==> src/shared/rtcia_map.vh <==
// Purpose: Register offsets, fields, reset values and timing counts for the indirect access port.
// Assumes: Special-function register bus with 8-bit data and 8-bit address.
// Notes: Definitions only.
`ifndef RTCIA_MAP_VH
`define RTCIA_MAP_VH

// ----------------------------------------
// Register offsets
// ----------------------------------------
`define RTCIA_SELECT_OFFSET 8'hAC
`define RTCIA_DATA_OFFSET 8'hAD

// ----------------------------------------
// Select register fields
// ----------------------------------------
`define RTCIA_BUSY_BIT 7
`define RTCIA_AUTO_BIT 6
`define RTCIA_UNUSED_BIT 5
`define RTCIA_FAST_BIT 4
`define RTCIA_INDEX_MSB 3
`define RTCIA_INDEX_LSB 0

// ----------------------------------------
// Reset values
// ----------------------------------------
`define RTCIA_SELECT_RESET 8'h00
`define RTCIA_DATA_RESET 8'h00

// ----------------------------------------
// Internal index map
// ----------------------------------------
`define RTCIA_SNAP_FIRST 4'h0
`define RTCIA_SNAP_LAST 4'h3
`define RTCIA_WAKE_FIRST 4'h8
`define RTCIA_WAKE_LAST 4'hB

// ----------------------------------------
// Transfer length in system clock cycles
// ----------------------------------------
`define RTCIA_CYCLES_NORMAL 4'h7
`define RTCIA_CYCLES_FAST 4'h6

`endif

==> src/rtcia_core_regs.v <==
// Purpose: Internal register file of the clock core as seen by the access port.
// Assumes: Sixteen byte entries; read data registered.
// Notes: Stands in for the core's storage so the port has a real far end.
`default_nettype none

module rtcia_core_regs #(
   parameter DEPTH_LOG2 = 4,
   parameter WIDTH = 8
) (
   input wire clk_in,
   input wire rst_in,
   input wire wr_en_in,
   input wire [DEPTH_LOG2-1:0] index_in,
   input wire [WIDTH-1:0] wr_data_in,
   output reg [WIDTH-1:0] rd_data_out
);

   reg [WIDTH-1:0] mem_reg [0:(1<<DEPTH_LOG2)-1];

   // ----------------------------------------
   // Storage; no reset, like retained core state
   // ----------------------------------------
   always @(posedge clk_in) begin
      if (wr_en_in) begin
         mem_reg[index_in] <= wr_data_in;
      end
   end

   always @(posedge clk_in or posedge rst_in) begin
      if (rst_in) begin
         rd_data_out <= {WIDTH{1'b0}};
      end else begin
         rd_data_out <= mem_reg[index_in];
      end
   end

endmodule

`default_nettype wire

==> src/rtcia_port.v <==
// Purpose: Indirect access port from the special-function bus to the clock core registers.
// Assumes: Bus strobes are one-cycle pulses synchronous to clk_in; one access per cycle.
// Notes: Bus writes during a transfer are dropped; software should poll busy first.
//
// Overview of operation
// - Busy bit reports state; writing one reads
// - Bit six enables automatic follow-on reads
// - Bit five reads zero, writes ignored
// - Bit four selects shortened strobe timing
// - Low four bits select internal register
// - Index increments after snapshot/wake accesses
// - Data register holds last moved byte
// - Data write starts indirect write
// - Transfer takes seven cycles, six fast
// - Auto-fetch: data read starts next read
// - Snapshot 0x0-0x3, wake match 0x8-0xB
`default_nettype none
`include "rtcia_map.vh"

module rtcia_port (
   input wire clk_in,
   input wire rst_in,
   input wire [7:0] sfr_addr_in,
   input wire sfr_wr_in,
   input wire sfr_rd_in,
   input wire [7:0] sfr_wdata_in,
   output reg [7:0] sfr_rdata_out,
   output reg busy_out
);

   localparam ST_IDLE = 2'b00;
   localparam ST_READ = 2'b01;
   localparam ST_WRITE = 2'b10;

   reg [1:0] state_reg;
   reg [1:0] state_next;
   reg [3:0] count_reg;
   reg [3:0] count_next;
   reg auto_reg;
   reg auto_next;
   reg fast_reg;
   reg fast_next;
   reg [3:0] index_reg;
   reg [3:0] index_next;
   reg [7:0] data_reg;
   reg [7:0] data_next;
   reg [7:0] rdata_next;
   reg core_wr;
   reg [3:0] core_index;
   reg [3:0] xfer_len;
   reg multi_byte;
   wire [7:0] core_rdata;
   wire sel_hit;
   wire dat_hit;

   assign sel_hit = (sfr_addr_in == `RTCIA_SELECT_OFFSET);
   assign dat_hit = (sfr_addr_in == `RTCIA_DATA_OFFSET);

   rtcia_core_regs #(
      .DEPTH_LOG2(4),
      .WIDTH(8)
   ) u_core (
      .clk_in(clk_in),
      .rst_in(rst_in),
      .wr_en_in(core_wr),
      .index_in(core_index),
      .wr_data_in(data_reg),
      .rd_data_out(core_rdata)
   );

   // ----------------------------------------
   // Next-state logic
   // ----------------------------------------
   always @* begin
      state_next = state_reg;
      count_next = count_reg;
      auto_next = auto_reg;
      fast_next = fast_reg;
      index_next = index_reg;
      data_next = data_reg;
      core_wr = 1'b0;
      core_index = index_reg;
      xfer_len = fast_reg ? `RTCIA_CYCLES_FAST : `RTCIA_CYCLES_NORMAL;
      // multi-byte ranges
      // Snapshot range starts at index zero, so only its top bound is tested
      multi_byte = (index_reg <= `RTCIA_SNAP_LAST) ||
         ((index_reg >= `RTCIA_WAKE_FIRST) && (index_reg <= `RTCIA_WAKE_LAST));
      case (state_reg)
         ST_IDLE: begin
            if (sfr_wr_in && sel_hit) begin
               auto_next = sfr_wdata_in[`RTCIA_AUTO_BIT];
               fast_next = sfr_wdata_in[`RTCIA_FAST_BIT];
               index_next = sfr_wdata_in[`RTCIA_INDEX_MSB:`RTCIA_INDEX_LSB];
               if (sfr_wdata_in[`RTCIA_BUSY_BIT]) begin
                  state_next = ST_READ;
                  count_next = 4'h1;
               end
            end else if (sfr_wr_in && dat_hit) begin
               data_next = sfr_wdata_in;
               state_next = ST_WRITE;
               count_next = 4'h1;
            end else if (sfr_rd_in && dat_hit && auto_reg) begin
               state_next = ST_READ;
               count_next = 4'h1;
            end
         end
         ST_READ, ST_WRITE: begin
            // Mid-transfer bus writes are dropped to keep the transfer consistent
            if (count_reg == xfer_len) begin
               if (state_reg == ST_READ) begin
                  data_next = core_rdata;
               end else begin
                  core_wr = 1'b1;
               end
               if (multi_byte) begin
                  index_next = index_reg + 4'h1;
               end
               state_next = ST_IDLE;
               count_next = 4'h0;
            end else begin
               count_next = count_reg + 4'h1;
            end
         end
         default: begin
            state_next = ST_IDLE;
            count_next = 4'h0;
         end
      endcase
   end

   // ----------------------------------------
   // Read data mux
   // ----------------------------------------
   always @* begin
      rdata_next = 8'h00;
      if (sel_hit) begin
         rdata_next = {(state_next != ST_IDLE), auto_next, 1'b0, fast_next, index_next};
      end else if (dat_hit) begin
         rdata_next = data_next;
      end
   end

   // ----------------------------------------
   // Registers
   // ----------------------------------------
   always @(posedge clk_in or posedge rst_in) begin
      if (rst_in) begin
         state_reg <= ST_IDLE;
         count_reg <= 4'h0;
         auto_reg <= 1'b0;
         fast_reg <= 1'b0;
         index_reg <= 4'h0;
         data_reg <= `RTCIA_DATA_RESET;
         sfr_rdata_out <= 8'h00;
         busy_out <= 1'b0;
      end else begin
         state_reg <= state_next;
         count_reg <= count_next;
         auto_reg <= auto_next;
         fast_reg <= fast_next;
         index_reg <= index_next;
         data_reg <= data_next;
         sfr_rdata_out <= rdata_next;
         busy_out <= (state_next != ST_IDLE);
      end
   end

endmodule

`default_nettype wire

==> config.mk <==
export PLATFORM = sky130hd
export DESIGN_NAME = rtcia_port
export DESIGN_NICKNAME = d
export VERILOG_FILES = /design/src/rtcia_core_regs.v /design/src/rtcia_port.v
export VERILOG_INCLUDE_DIRS = /design/src /design/src/shared
export SDC_FILE = /design/constraint.sdc
export NUM_CORES = 1
export LEC_CHECK = 0
export ABC_AREA = 1
export BUFFER_PORTS_ARGS = -buffer_cell sky130_fd_sc_hd__buf_2
export CELL_PAD_IN_SITES_DETAIL_PLACEMENT = 1
export CELL_PAD_IN_SITES_GLOBAL_PLACEMENT = 1
export CORE_ASPECT_RATIO = 0.75
export CORE_MARGIN = 4
export CORE_UTILIZATION = 40
export DETAILED_ROUTE_END_ITERATION = 10
export PLACE_DENSITY_LB_ADDON = 0.15
export SLEW_MARGIN = 5
export SYNTH_ARGS = -nofsm -noshare
export SYNTH_HDL_FRONTEND = slang
export SYNTH_SLANG_ARGS = --single-unit
==> constraint.sdc <==
create_clock -name clk_in -period 3.2 [get_ports clk_in]
set_clock_uncertainty 0.05 [all_clocks]
set_input_delay 0.64 -clock clk_in [delete_from_list [all_inputs] [get_ports clk_in]]
set_output_delay 0.64 -clock clk_in [all_outputs]
set_load 0.02 [all_outputs]
Word-level counts from Yosys, hierarchy flattened:

Memory sizes are Yosys's and may differ from the RTL's. A register that Yosys moved wholly into a read port is not among the register bits.
Index checks and enable logic that the tools add are counted.

* add/subtract/negate cells: 2
* $mul: 0
* divide/modulo/power cells: 0
* $lt $le $gt $ge: 3
* equality and inequality tests: 7
* shift-type cells: 0
* mux-type cells: 33
* bitwise gates (word level): 0
* reductions and logical operators: 10

Operators by type and width (count)
* $mux 8: 6
* $mux 4: 8
* $eq 8x8->1 const B: 2
* $pmux 4 s2: 2
* $pmux 8 s2: 1
* $mux 1: 10
* $mux 2: 5
* $add 4x1->4 const B: 2
* $logic_and 1x1->1: 5
* $eq 4x3->1: 1
* $ge 4x4->1 const B: 1
* $le 4x2->1 const B: 1
* $le 4x4->1 const B: 1
* $ne 4x4->1 const B: 1
* $pmux 2 s2: 1
* $ne 3x3->1 const B: 1
* $eq 2x1->1 const B: 1
* $eq 2x2->1 const B: 1
* $logic_not 2->1: 1
* $reduce_and 2->1: 1
* $reduce_bool 2->1: 1
* $reduce_or 2->1: 1
* $logic_or 1x1->1: 1

* flip-flop bits (word level): 29
* bits in latches: 0
* RAM bits: 128
* bits in read-only memories: 0
* input bits: 20
* output and inout port bits: 9
* logic and storage cells: 64
* memories: 1

Memory list
* u_core.mem_reg: depth 16, bits a word 8, rd ports 1, clocked after Yosys merged registers in 1, wr ports 1, line rtcia_core_regs.v:18 `reg [WIDTH-1:0] mem_reg [0:(1<<DEPTH_LOG2)-1];`

Logic depth before layout (Yosys ltp):

Gate-level depths: netlist (run 1).

* depth in word-level cells: 9
* gate-level depth with buffers: 13
* gate-level depth less buffers: 13

Hierarchy:

A second synthesis (run 1) with hierarchy kept.

* cell total of the unflattened synthesis: 786
* area, all modules: 7383.3 um^2

By module, submodules not included
* rtcia_core_regs: instances 1, cells an instance 549, area each 5636.7 um^2, sequential area each 4043.9 um^2
* rtcia_port: instances 1, cells an instance 237, area each 1746.7 um^2, sequential area each 725.7 um^2

Worst setup path after synthesis (run 1):

No wires, ideal clock.

* kind: register -> register
* start point: register state_reg[1]
* end point: memory u_core.mem_reg[10][0] (enable)
* setup time: 370 ps
* data arrival time: 1652 ps
* required time: 2780 ps
* slack: 1127 ps
* stages on the path, launching flop included: 7
* buffers on the path: 0
* clock period less this slack: 2073 ps
* cell sequence: dfrtp_1 > inv_1 > ha_1 > inv_1 > nor3_2 > nand2_1 > nor2_1

* word-level cells in the longest chain between the ends: 6
* elaborated cells on any way between the ends: 8
* those cells by class: eq/ne (2); mux (5); reduce/logical (1)

Ends and longest elaborated chain
* start: declaration: line rtcia_port.v:35 `reg [1:0] state_reg;`
* start signal: assignment: line rtcia_port.v:157 `state_reg <= state_next;`
* $eq 2x1->1: line rtcia_port.v:88, rtcia_port.v:110
* $mux 1: line rtcia_port.v:110 `if (state_reg == ST_READ) begin`
* $mux 1: line rtcia_port.v:109 `if (count_reg == xfer_len) begin`
* $mux 1 *: line rtcia_port.v:88 `case (state_reg)`
* $mux 1 *: line rtcia_core_regs.v:24 `if (wr_en_in) begin`
* $mux 1 (implied by the code) *: line rtcia_core_regs.v:25 `mem_reg[index_in] <= wr_data_in;`
* end: declaration: line rtcia_core_regs.v:18

Every way passes the cells marked *; elsewhere a longest branch is shown, timed or not.

Final worst setup path (run 1):

* start point: register state_reg[1]
* end point: memory u_core.mem_reg[6][4] (enable)

The elaborated chain is that of the path after synthesis.

==> results of run 1 <==
[stage by stage]
stage                     utilization [%]  power (mW)
final                               46.44       6.368
after detailed placement            43.25       4.535
after global routing                46.44       6.748
after CTS                           46.44       6.402
after floorplan                         -       3.840
after global placement              43.25       4.500
[worst max-delay path by stage]
stage | startpoint | to | slack, ns
after floorplan | state_reg[1] | u_core.mem_reg[10][0] | 1.13
after global placement | state_reg[1] | u_core.mem_reg[6][3] | 0.67
after detailed placement | state_reg[1] | u_core.mem_reg[4][6] | 0.58
after CTS | state_reg[1] | u_core.mem_reg[4][4] | 0.58
after global routing | state_reg[1] | u_core.mem_reg[6][5] | 0.44
final | state_reg[1] | u_core.mem_reg[6][4] | 0.62
[cell type report]
class / instances / area share (%)
Sequential cell: 165 / 61.06
Clock buffer: 20 / 5.588
Timing Repair Buffer: 38 / 2.754
Inverter: 29 / 1.425
Clock inverter: 12 / 1.281
Multi-Input combinational cell: 385 / 24.45
Tap cell: 215 / 3.443
[routing by layer]
layer | vias up | track usage, % | routed length, um
li1 | 2190 | - | -
met1 | 2384 | 32.71 | 10130
met4 | 0 | 5.257 | 191
met2 | 107 | 27.11 | 7628
met3 | 16 | 5.445 | 888
met5 | - | 0 | 0
[cells by family (layout without fill, tap and decap cells)]
group	Yosys count	count (layout)	synth area share [%]
AO/OA/AOI/OAI	113	113	8.843
XOR/XNOR	1	1	0.1274
adder cells (fa/ha/maj)	8	8	1.456
flip-flops	165	165	69.36
buffers and inverters	49	99	2.857
AND/OR/NAND/NOR	263	263	17.36
[placed cells by master, fill, tap and decap left out]
master / n
xor2_1: 1
inv_4: 1
clkinv_4: 5
inv_1: 25
inv_6: 2
nand2_1: 107
nand2_4: 1
nor2_2: 1
dfrtp_2: 1
and2_1: 2
o21ai_0: 71
o21ai_1: 5
inv_2: 3
nand4_1: 12
o22ai_1: 32
ha_1: 8
clkbuf_1: 3
clkbuf_16: 17
clkinvlp_4: 3
nand3_1: 25
buf_2: 28
a31oi_1: 2
nor3_1: 2
nand3_2: 8
nor2_4: 4
nand2_2: 3
nor2_1: 94
dfrtp_1: 36
inv_8: 1
clkinv_2: 1
nor3_2: 2
nand3_4: 2
a21oi_1: 3
edfxtp_1: 128
buf_4: 10
[power breakdown]
part | total, mW | switching (mW) | internal, mW
Sequential | 2.98 | 0.371 | 2.61
Combinational | 1.51 | 1.06 | 0.455
Clock | 1.87 | 0.867 | 1.01
Total | 6.37 | 2.30 | 4.07
[worst max-delay path: cells and delay by family, from the launching register on]
kind          cells  cell delay [ns]
fa+ha+maj         1             0.38
buf+inv           2             0.21
simple gates      3             1.15
flops             1             0.41
==> metrics.md, run 1 <==
| Metric | Value |
|---|---|
| Vias in the first global route | 4,799 |
| RSZ-0062 raised after global routing | false |
| CP required | 3.21 ns |
| Run status | finished clean |
| Most numerous cell in the Yosys netlist | edfxtp_1 |
| CP max FO | 8 |
| Core area | 16,830 sq um |
| # setup viols final | 0 |
| CTS Sinks | 165 |
| First-pass GRT wire length | 29.26 mm |
| DRT antenna net count | 0 |
| Initial core utilization | 40.87% |
| Worst Hold Class | in2async |
| Critical Path End Type | flip-flop |
| Residual DRC | 0 |
| Fin. max-slew vios | 0 |
| Final min period | 2.580 ns |
| Top post-synthesis cells by area | edfxtp_1 56%, dfrtp_1 13%, nand2_1 5.8%, o21ai_0 5.2%, nor2_1 5.1% |
| Async set-reset flop share out of synthesis | 22.42% |
| RR Endpoint | u_core.mem_reg[6][4] |
| Overall routing resource usage | 20.38% |
| PwrDens | 815.0 nW/um^2 |
| Leakage | 3.087 nW |
| I/O Pins | 29 |
| Flops & latches, synth | 165 |
| Fmax | 387.5 MHz |
| Yosys cell types | 28 |
| Syn_nets | 627 |
| Vias/cell | 5.436 |
| Post-Syn Area per Cell | 11.48 sq um |
| Area of the multi-input gates | 1911 sq um |
| Port Buffers | 28 |
| Mapped Area | 6877 sq um |
| Synth Flop Type | edfxtp_1 |
| Pin count of the biggest net entering global routing | 38 |
| Worst Tran Pin Value | 0.8796 ns |
| Global route overflow | 0 |
| Initial antenna violation count | 0 |
| Worst Slack Setup Final | 0.6197 ns |
| Worst reg2reg setup slack | 0.62 ns |
| Largest register FFs | 128 |
| CTS Buf Count | 17 |
| Setup Slack @ Placement | 0.5815 ns |
| Max incr delay on CP | 0.60 ns |
| Post-CTS Setup Inserts | 0 |
| Placed Cells | 832 |
| Setup Total Neg Slack | 0 ns |
| Clock tree buffer depth | 2 |
| Worst-path clk slew | 0.07 ns |
| Wirelength per Cell | 21.81 um |
| Area leader, netlist | edfxtp_1 |
| H-tree depth | 4 |
| R2R cell count | 6 |
| CTS root buffer | clkbuf_16 |
| Starting DRT DRC Count | 424 |
| Yosys warnings | 0 |
| Slowest cell on the critical path | nor2_1 |
| Clk_lat worst skew | 0.43 ns |
| Setup crit start kind | flip-flop |
| RePlAce Congestion | 0.8234 |
| Final instance area | 7814 sq um |
| Fin cells | 864 |
| Post-CTS Hold Buffers | 0 |
| CP arrival | 2.59 ns |
| Number of flops mapped to enable cells by yosys | 128 |
| PostCTS Resize Cnt | 0 |
| DR vias | 4,697 |
| Final HPWL DP | 12.86 mm |
| Worst path cell trace | inv_1, ha_1, inv_1, nor3_2, nand2_1, nor2_1 |
| Die area | 19,380 sq um |
| RR Startpoint | state_reg[1] |
| Die height | 121.6 um |
| Max_cap viols | 0 |
| Post-Syn Instances | 599 |
| CTS tree | yes |
| Hold Vio Cnt, Final | 0 |
| CP most frequent cell | inv_1 |
| Fillers | 1,806 |
| Area grow syn2layout | 13.63% |
| Max transition margin | 41.36% |
| Placed cell areas | 7277 sq um |
| Setup CP Type | reg2reg |
| Total area of sequential cells | 4771 sq um |
| Final wirelength | 18.84 mm |
| Commonest cells post-synth | 128 x edfxtp_1, 107 x nand2_1, 94 x nor2_1 |
| Hold_ws | 0.1124 ns |
| Share of cells above drive strength 1 | 14.33% |
| Part of the cycle the worst path needs | 80.64% |
| Row cnt | 41 |
| Layout Nets | 664 |
| Max IR drop VDD | 0.3755 mV |
| Yosys top cell area share | 55.90% |
| Die X-Extent | 159.4 um |
| Seq/Total Area, Yosys | 69.36% |
| Diode count | 0 |
| First-pass DRT Iterations | 5 |
(Power assumes the default switching activity.)
==> run 2, diff against run 1 <==
--- a/config.mk
+++ b/config.mk
@@ -6,7 +6,7 @@
 export SDC_FILE = /design/constraint.sdc
 export NUM_CORES = 1
 export LEC_CHECK = 0
-export ABC_AREA = 1
+export ABC_AREA = 0
 export BUFFER_PORTS_ARGS = -buffer_cell sky130_fd_sc_hd__buf_2
 export CELL_PAD_IN_SITES_DETAIL_PLACEMENT = 1
 export CELL_PAD_IN_SITES_GLOBAL_PLACEMENT = 1
==> constraint.sdc (replaced) <==
create_clock -name clk_in -period 2.35 [get_ports clk_in]
set_clock_uncertainty 0.05 [all_clocks]
set_input_delay 0.47 -clock clk_in [delete_from_list [all_inputs] [get_ports clk_in]]
set_output_delay 0.47 -clock clk_in [all_outputs]
set_load 0.02 [all_outputs]
==> metrics.md, run 2 <==
| Metric | Value |
|---|---|
| Post-Syn Area per Cell | 17.05 sq um (+48%) |
| Placed Cells | 681 (-18%) |
| PostCTS Resize Cnt | 0 (unchanged) |
| Setup crit start kind | flip-flop |
| Diode count | 0 (unchanged) |
| Core area | 16,930 sq um (+0.61%) |
| Critical path origin | count_reg[0] |
| DR vias | 4,059 (-14%) |
| Fmax | 454.5 MHz (+17%) |
| Sequential power share | 48.4% (+1.6 points) |
| Commonest cells post-synth | 128 x edfxtp_1, 40 x mux4_2, 37 x dfrtp_1 |
| Residual DRC | 0 (unchanged) |
| R2R cell count | 7 (+1) |
| Max transition margin | 48.32% (+7.0 points) |
| Die area | 19,540 sq um (+0.84%) |
| Clock tree buffer depth | 2 (unchanged) |
| Slowest cell on the critical path | dfrtp_1 |
| Global route overflow | 0 (unchanged) |
| Clock power share | 34.0% (+4.6 points) |
| First-pass GRT wire length | 27.06 mm (-7.5%) |
| Share of cells above drive strength 1 | 33.33% (+19 points) |
| Vias/cell | 5.693 (+4.7%) |
| Post-CTS Hold Buffers | 0 (unchanged) |
| Initial antenna violation count | 0 (unchanged) |
| Post-Syn Instances | 407 (-32%) |
| Critical Path End Type | flip-flop |
| Max_cap viols | 0 (unchanged) |
| Synth Flop Type | edfxtp_1 |
| Top Family by Delay on Critical Path | simple AND/OR/NAND/NOR gates |
| RePlAce Congestion | 0.8798 (+6.8%) |
| Post-CTS Setup Inserts | 0 (unchanged) |
| Commonest non-fill, non-tap cells in the layout | 128 x edfxtp_1, 49 x buf_4, 40 x mux4_2, 36 x dfrtp_1, 32 x nand2_1 |
| Pin count of the biggest net entering global routing | 38 (unchanged) |
| Hold_ws | 0.1088 ns (-0.003646 ns) |
| Yosys warnings | 0 (unchanged) |
| Final HPWL DP | 12.53 mm (-2.6%) |
| Port Buffers | 28 (unchanged) |
| CP Depth | 7 (+1) |
| Gate power share | 17.7% (-6.1 points) |
| Number of flops mapped to enable cells by yosys | 128 (unchanged) |
| PwrDens | 990.9 nW/um^2 (+22%) |
| RR Startpoint | count_reg[0] |
| Tot Pwr | 8.210 mW (+29%) |
| Top post-synthesis cells by area | edfxtp_1 55%, dfrtp_1 13%, mux4_2 13%, nand2_1 1.7%, ha_1 1.4% |
| H-tree depth | 4 (unchanged) |
| Yosys top cell area share | 55.40% (-0.49 points) |
| Overall routing resource usage | 19.00% (-1.4 points) |
| First-pass DRT Iterations | 6 (+1) |
| CP max FO | 6 (-2) |
| Max incr delay on CP | 0.46 ns (-0.14 ns) |
| Run status | finished clean |
| RSZ-0062 raised after global routing | false |
| Most numerous cell in the Yosys netlist | edfxtp_1 |
| CP most frequent cell | buf_4 |
| Fin cells | 713 (-17%) |
| Die X-Extent | 160.1 um (+0.42%) |
| Worst Tran Pin Value | 0.7752 ns (-0.1044 ns) |
| Largest register FFs | 128 (unchanged) |
| Flops & latches, synth | 165 (unchanged) |
| Initial core utilization | 40.98% (+0.11 points) |
| Die height | 122.1 um (+0.42%) |
| Worst Hold Class | in2async |
| CTS Sinks | 165 (unchanged) |
| Setup Slack @ Placement | 0.04809 ns (-0.5334 ns) |
| Async set-reset flop share out of synthesis | 22.42% (unchanged) |
| Row cnt | 41 (unchanged) |
| CP arrival | 2.29 ns (-0.30 ns) |
| Final wirelength | 17.55 mm (-6.9%) |
| Setup CP Type | reg2reg |
| Area grow syn2layout | 19.42% |
| # setup viols final | 0 (unchanged) |
| Part of the cycle the worst path needs | 93.63% (+13 points) |
| Final min period | 2.200 ns (-0.3800 ns) |
| CTS Buf Count | 17 (unchanged) |
| Clk_lat worst skew | 0.43 ns (about the same) |
| Layout Nets | 513 (-23%) |
| Leakage | 3.011 nW (-2.5%) |
| Worst path cell trace | xnor2_1, nor3_2, nor3b_1, buf_4, nand2_1, nor2_2, buf_4 |
| Vias in the first global route | 4,309 (-10%) |
| CTS root buffer | clkbuf_16 |
| Mapped Area | 6938 sq um (+0.89%) |
| Most common cell after layout, fill and taps aside | edfxtp_1 |
| I/O Pins | 29 (unchanged) |
| Wirelength per Cell | 24.61 um (+13%) |
| Switching Share | 29.25% (-6.8 points) |
| Worst-path clk slew | 0.07 ns (about the same) |
| DRT antenna net count | 0 (unchanged) |
| Yosys cell types | 59 (+110%) |
| CP required | 2.44 ns (-0.77 ns) |
| Worst Path Buf+Inv | 2 (unchanged) |
| Worst Slack Setup Final | 0.1496 ns (-0.4700 ns) |
| Fin. max-slew vios | 0 (unchanged) |
| Max IR drop VDD | 0.5546 mV (+48%) |
| Seq/Total Area, Yosys | 68.75% (-0.61 points) |
| Syn_nets | 435 (-31%) |
| Starting DRT DRC Count | 404 (-4.7%) |
| CTS tree | yes |
| Switching power | 2.402 mW (+4.5%) |
| Area leader, netlist | edfxtp_1 |
| Hold Vio Cnt, Final | 0 (unchanged) |
| Internal | 5.808 mW (+43%) |
==> run 2: logic make-up after synthesis <==
| kind of cell | Yosys count | synth area share [%] |
|---|---|---|
| buffers and inverters | 30 | 1.839 |
| XOR/XNOR | 2 | 0.2525 |
| AO/OA/AOI/OAI | 48 | 5.375 |
| adder cells (fa/ha/maj) | 8 | 1.443 |
| AND/OR/NAND/NOR | 105 | 8.007 |
| multiplexers | 49 | 14.34 |
| flip-flops | 165 | 68.75 |
==> run 2: power groups by stage <==
stage	registers, mW	clock network (mW)	logic (mW)
after global placement	4.02	0	1.44
after CTS	3.98	2.85	1.48
after floorplan	3.94	0	0.874
after global routing	4.01	2.98	1.60
after detailed placement	4.04	0	1.47
final	3.97	2.79	1.45
==> run 2: stage by stage <==
stage	util [%]	setup TNS [ns]	cell area (sq um)
after CTS	48.88	0	8275
after global routing	48.94	0	8285
after global placement	45.40	0	7686
after floorplan	-	-12.67	6958
final	48.94	0	8285
after detailed placement	45.40	0	7686
==> run 2: routing by layer <==
layer | share of wire [%] | GRT usage [%] | up-vias | routed length (um)
li1 | - | - | 1787 | -
met1 | 49 | 29.25 | 2156 | 8523
met2 | 45 | 27.54 | 111 | 7912
met3 | 5.8 | 5.005 | 5 | 1025
met4 | 0.47 | 3.546 | 0 | 83
met5 | 0 | 0 | - | 0
==> run 2: area by class of cell <==
cell class | instances | area (sq um)
clock buffer | 18 | 429.2
clock inverter | 14 | 160.2
fill | 1616 | 8643
inverter | 10 | 37.54
multi-input combinational | 212 | 2071
sequential | 165 | 4771
tap | 215 | 269.0
timing repair buffer | 79 | 548.0
==> run 2: worst paths after layout <==
check / end / slack, ns
worst max-delay path: u_core.mem_reg[5][0] / 0.15
worst min-delay path: state_reg[1] / 0.11
worst max register to register: u_core.mem_reg[5][0] / 0.15
worst min register to register: state_reg[0] / 0.51
max in group asynchronous: core_index[0] / 1.76
min in group clk_in: core_index[3] / 0.27
==> run 2: worst min-delay path, stage by stage <==
cell and delay [ns]:
buf_2 0.09, inv_1 0.04, buf_4 0.43
==> run 3, diff against run 2 <==
--- a/config.mk
+++ b/config.mk
@@ -10,7 +10,6 @@
 export BUFFER_PORTS_ARGS = -buffer_cell sky130_fd_sc_hd__buf_2
 export CELL_PAD_IN_SITES_DETAIL_PLACEMENT = 1
 export CELL_PAD_IN_SITES_GLOBAL_PLACEMENT = 1
-export CORE_ASPECT_RATIO = 0.75
 export CORE_MARGIN = 4
 export CORE_UTILIZATION = 40
 export DETAILED_ROUTE_END_ITERATION = 10
==> metrics.md, run 3 (synthesis results as in run 2) <==
| Metric | Value |
|---|---|
| Run status | finished clean |
| Leakage | 3.014 nW (+0.12%) |
| CTS root buffer | clkbuf_16 |
| Overall routing resource usage | 18.53% (-0.47 points) |
| CTS tree | yes |
| Area of the multi-input gates | 2078 sq um (+0.36%) |
| Highest metal used | met4 |
| Layout Nets | 512 (-0.19%) |
| RR Endpoint | sfr_rdata_out[3] |
| Row cnt | 47 (+15%) |
| First-pass DRT Iterations | 4 (-2) |
| Worst Tran Pin Value | 0.7099 ns (-0.06529 ns) |
| Switching Share | 29.73% (+0.48 points) |
| Area grow syn2layout | 19.66% |
| Initial antenna violation count | 0 (unchanged) |
| DRT antenna net count | 0 (unchanged) |
| RePlAce Congestion | 0.8199 (-6.8%) |
| Wire length on met2 | 8.549 mm (+8.1%) |
| Vias/cell | 5.499 (-3.4%) |
| Pin count of the biggest net entering global routing | 38 (unchanged) |
| Setup Total Neg Slack | 0 ns (unchanged) |
| Max transition margin | 52.67% (+4.4 points) |
| Total area of sequential cells | 4771 sq um (unchanged) |
| Port Buffers | 28 (unchanged) |
| Internal | 5.834 mW (+0.44%) |
| Worst Hold Class | in2async |
| CP required | 2.62 ns (+0.18 ns) |
| Clock tree buffer depth | 2 (unchanged) |
| Largest register FFs | 128 (unchanged) |
| Die X-Extent | 139.7 um (-13%) |
| Final HPWL DP | 11.75 mm (-6.2%) |
| Gate power share | 18.9% (+1.2 points) |
| Final min period | 2.205 ns (+0.005048 ns) |
| CP arrival | 2.47 ns (+0.18 ns) |
| Final wirelength | 17.05 mm (-2.8%) |
| Die area | 19,520 sq um (-0.11%) |
| Critical Path End Type | flip-flop |
| Wirelength per Cell | 23.78 um (-3.4%) |
| RR Startpoint | state_reg[0] |
| # setup viols final | 0 (unchanged) |
| Global route overflow | 0 (unchanged) |
| Worst reg2reg setup slack | 0.14 ns (about the same) |
| Tot Pwr | 8.303 mW (+1.1%) |
| Worst Slack Setup Final | 0.1446 ns (-0.005048 ns) |
| Part of the cycle the worst path needs | 93.85% (+0.21 points) |
| Die height | 139.7 um (+14%) |
| Switching power | 2.469 mW (+2.8%) |
| Setup CP Type | reg2reg |
| CTS Sinks | 165 (unchanged) |
| Metal3 WL | 874 um (-15%) |
| Fillers | 1,638 (+1.4%) |
| Core area | 16,820 sq um (-0.65%) |
| R2R cell count | 7 (unchanged) |
| CP max FO | 8 (+2) |
| Setup crit start kind | flip-flop |
| Max_cap viols | 0 (unchanged) |
| I/O Pins | 29 (unchanged) |
| DR vias | 3,943 (-2.9%) |
| Vias in the first global route | 4,258 (-1.2%) |
| First-pass GRT wire length | 26.54 mm (-1.9%) |
| Hold Vio Cnt, Final | 0 (unchanged) |
| Most common cell after layout, fill and taps aside | edfxtp_1 |
| RSZ-0062 raised after global routing | false |
| Placed Cells | 684 (+0.44%) |
| Fin cells | 717 (+0.56%) |
| Fmax | 453.4 MHz (-0.23%) |
| H-tree depth | 4 (unchanged) |
| Share of cells above drive strength 1 | 33.80% (+0.47 points) |
| Worst-path clk slew | 0.07 ns (about the same) |
| Setup Slack @ Placement | 0.1174 ns (+0.06929 ns) |
| Sequential power share | 47.3% (-1.1 points) |
| Commonest non-fill, non-tap cells in the layout | 128 x edfxtp_1, 48 x buf_4, 40 x mux4_2, 36 x dfrtp_1, 30 x nand2_1 |
| CTS Buf Count | 17 (unchanged) |
| Initial core utilization | 41.25% (+0.27 points) |
| Starting DRT DRC Count | 366 (-9.4%) |
| Diode count | 0 (unchanged) |
| Residual DRC | 0 (unchanged) |
| Max IR drop VDD | 0.5525 mV (-0.38%) |
| Clock power share | 33.8% (-0.2 points) |
| Clk_lat worst skew | 0.43 ns (about the same) |
| Met1 WL | 7.363 mm (-14%) |
| PwrDens | 1000 nW/um^2 (+0.93%) |
| Fin. max-slew vios | 0 (unchanged) |
-- run 3: cell types whose count changed in the layout (fill, tap and decap cells not counted), moves of 2 or more --
cell        before  now
clkinv_4         1    3
clkinv_8         1    3
clkinvlp_4       2    0
nand2_1         32   30
nand2_2          0    2
nor2b_1          6    4
nor2b_2          0    2
-- run 3: timing repair --
| action | CTS | global route |
|---|---|---|
| resized for setup | 0 | 8 |
| setup endpoints to repair | 0 | 107 |
| hold buffers | 0 | 0 |
| setup buffers | 0 | 1 |
| endpoints found under the hold margin | 0 | 0 |
-- run 3: power by group through the flow --
stage               registers, mW  logic, mW  clock network, mW
floorplan                    3.94      0.874                  0
global placement             3.98       1.55                  0
detailed placement           3.99       1.58                  0
CTS                          3.93       1.59               2.87
global route                 3.96       1.72               3.02
finish                       3.93       1.57               2.81
-- run 3: how the worst max path moves through the flow --
stage	start	end	slack (ns)
2_1_floorplan	state_reg[0]	u_core.mem_reg[15][0]	-0.11
3_5_place_dp	count_reg[0]	u_core.mem_reg[0][4]	0.12
5_1_grt	state_reg[0]	sfr_rdata_out[3]	0.03
6_report	state_reg[0]	sfr_rdata_out[3]	0.14
4_1_cts	count_reg[0]	u_core.mem_reg[0][4]	0.09
3_3_place_gp	count_reg[0]	u_core.mem_reg[8][6]	0.11
-- run 3: metrics by stage --
step,instance area (sq um),hold slack (ns),utilization (%)
global placement,7665,0.4570,45.57
finish,8302,0.09919,49.36
CTS,8273,0.1043,49.19
detailed placement,7665,0.4803,45.57
floorplan,6958,0.4160,-
global route,8302,0.1360,49.36
-- run 3: layer usage --
layer / GRT usage [%] / up-vias
li1: - / 1783
met1: 25.05 / 2064
met2: 30.01 / 80
met3: 5.077 / 16
met4: 4.742 / 0
met5: 0 / -
-- run 3: area by class of cell --
type / count / share of cell area [%]
flip-flops and latches: 165 / 57.47
multi-input cells: 212 / 25.03
repair buffers: 78 / 6.405
clock buffers: 17 / 5.124
well taps: 220 / 3.316
clock inverters: 15 / 2.200
inverters: 10 / 0.4521
-- run 3: critical path, stage by stage, from the launching register on --
cell      delay, ns
dfrtp_1        0.42
buf_4          0.15
ha_1           0.32
nor4_1         0.32
buf_4          0.18
a22oi_1        0.06
o2111a_1       0.27
a221oi_1       0.33
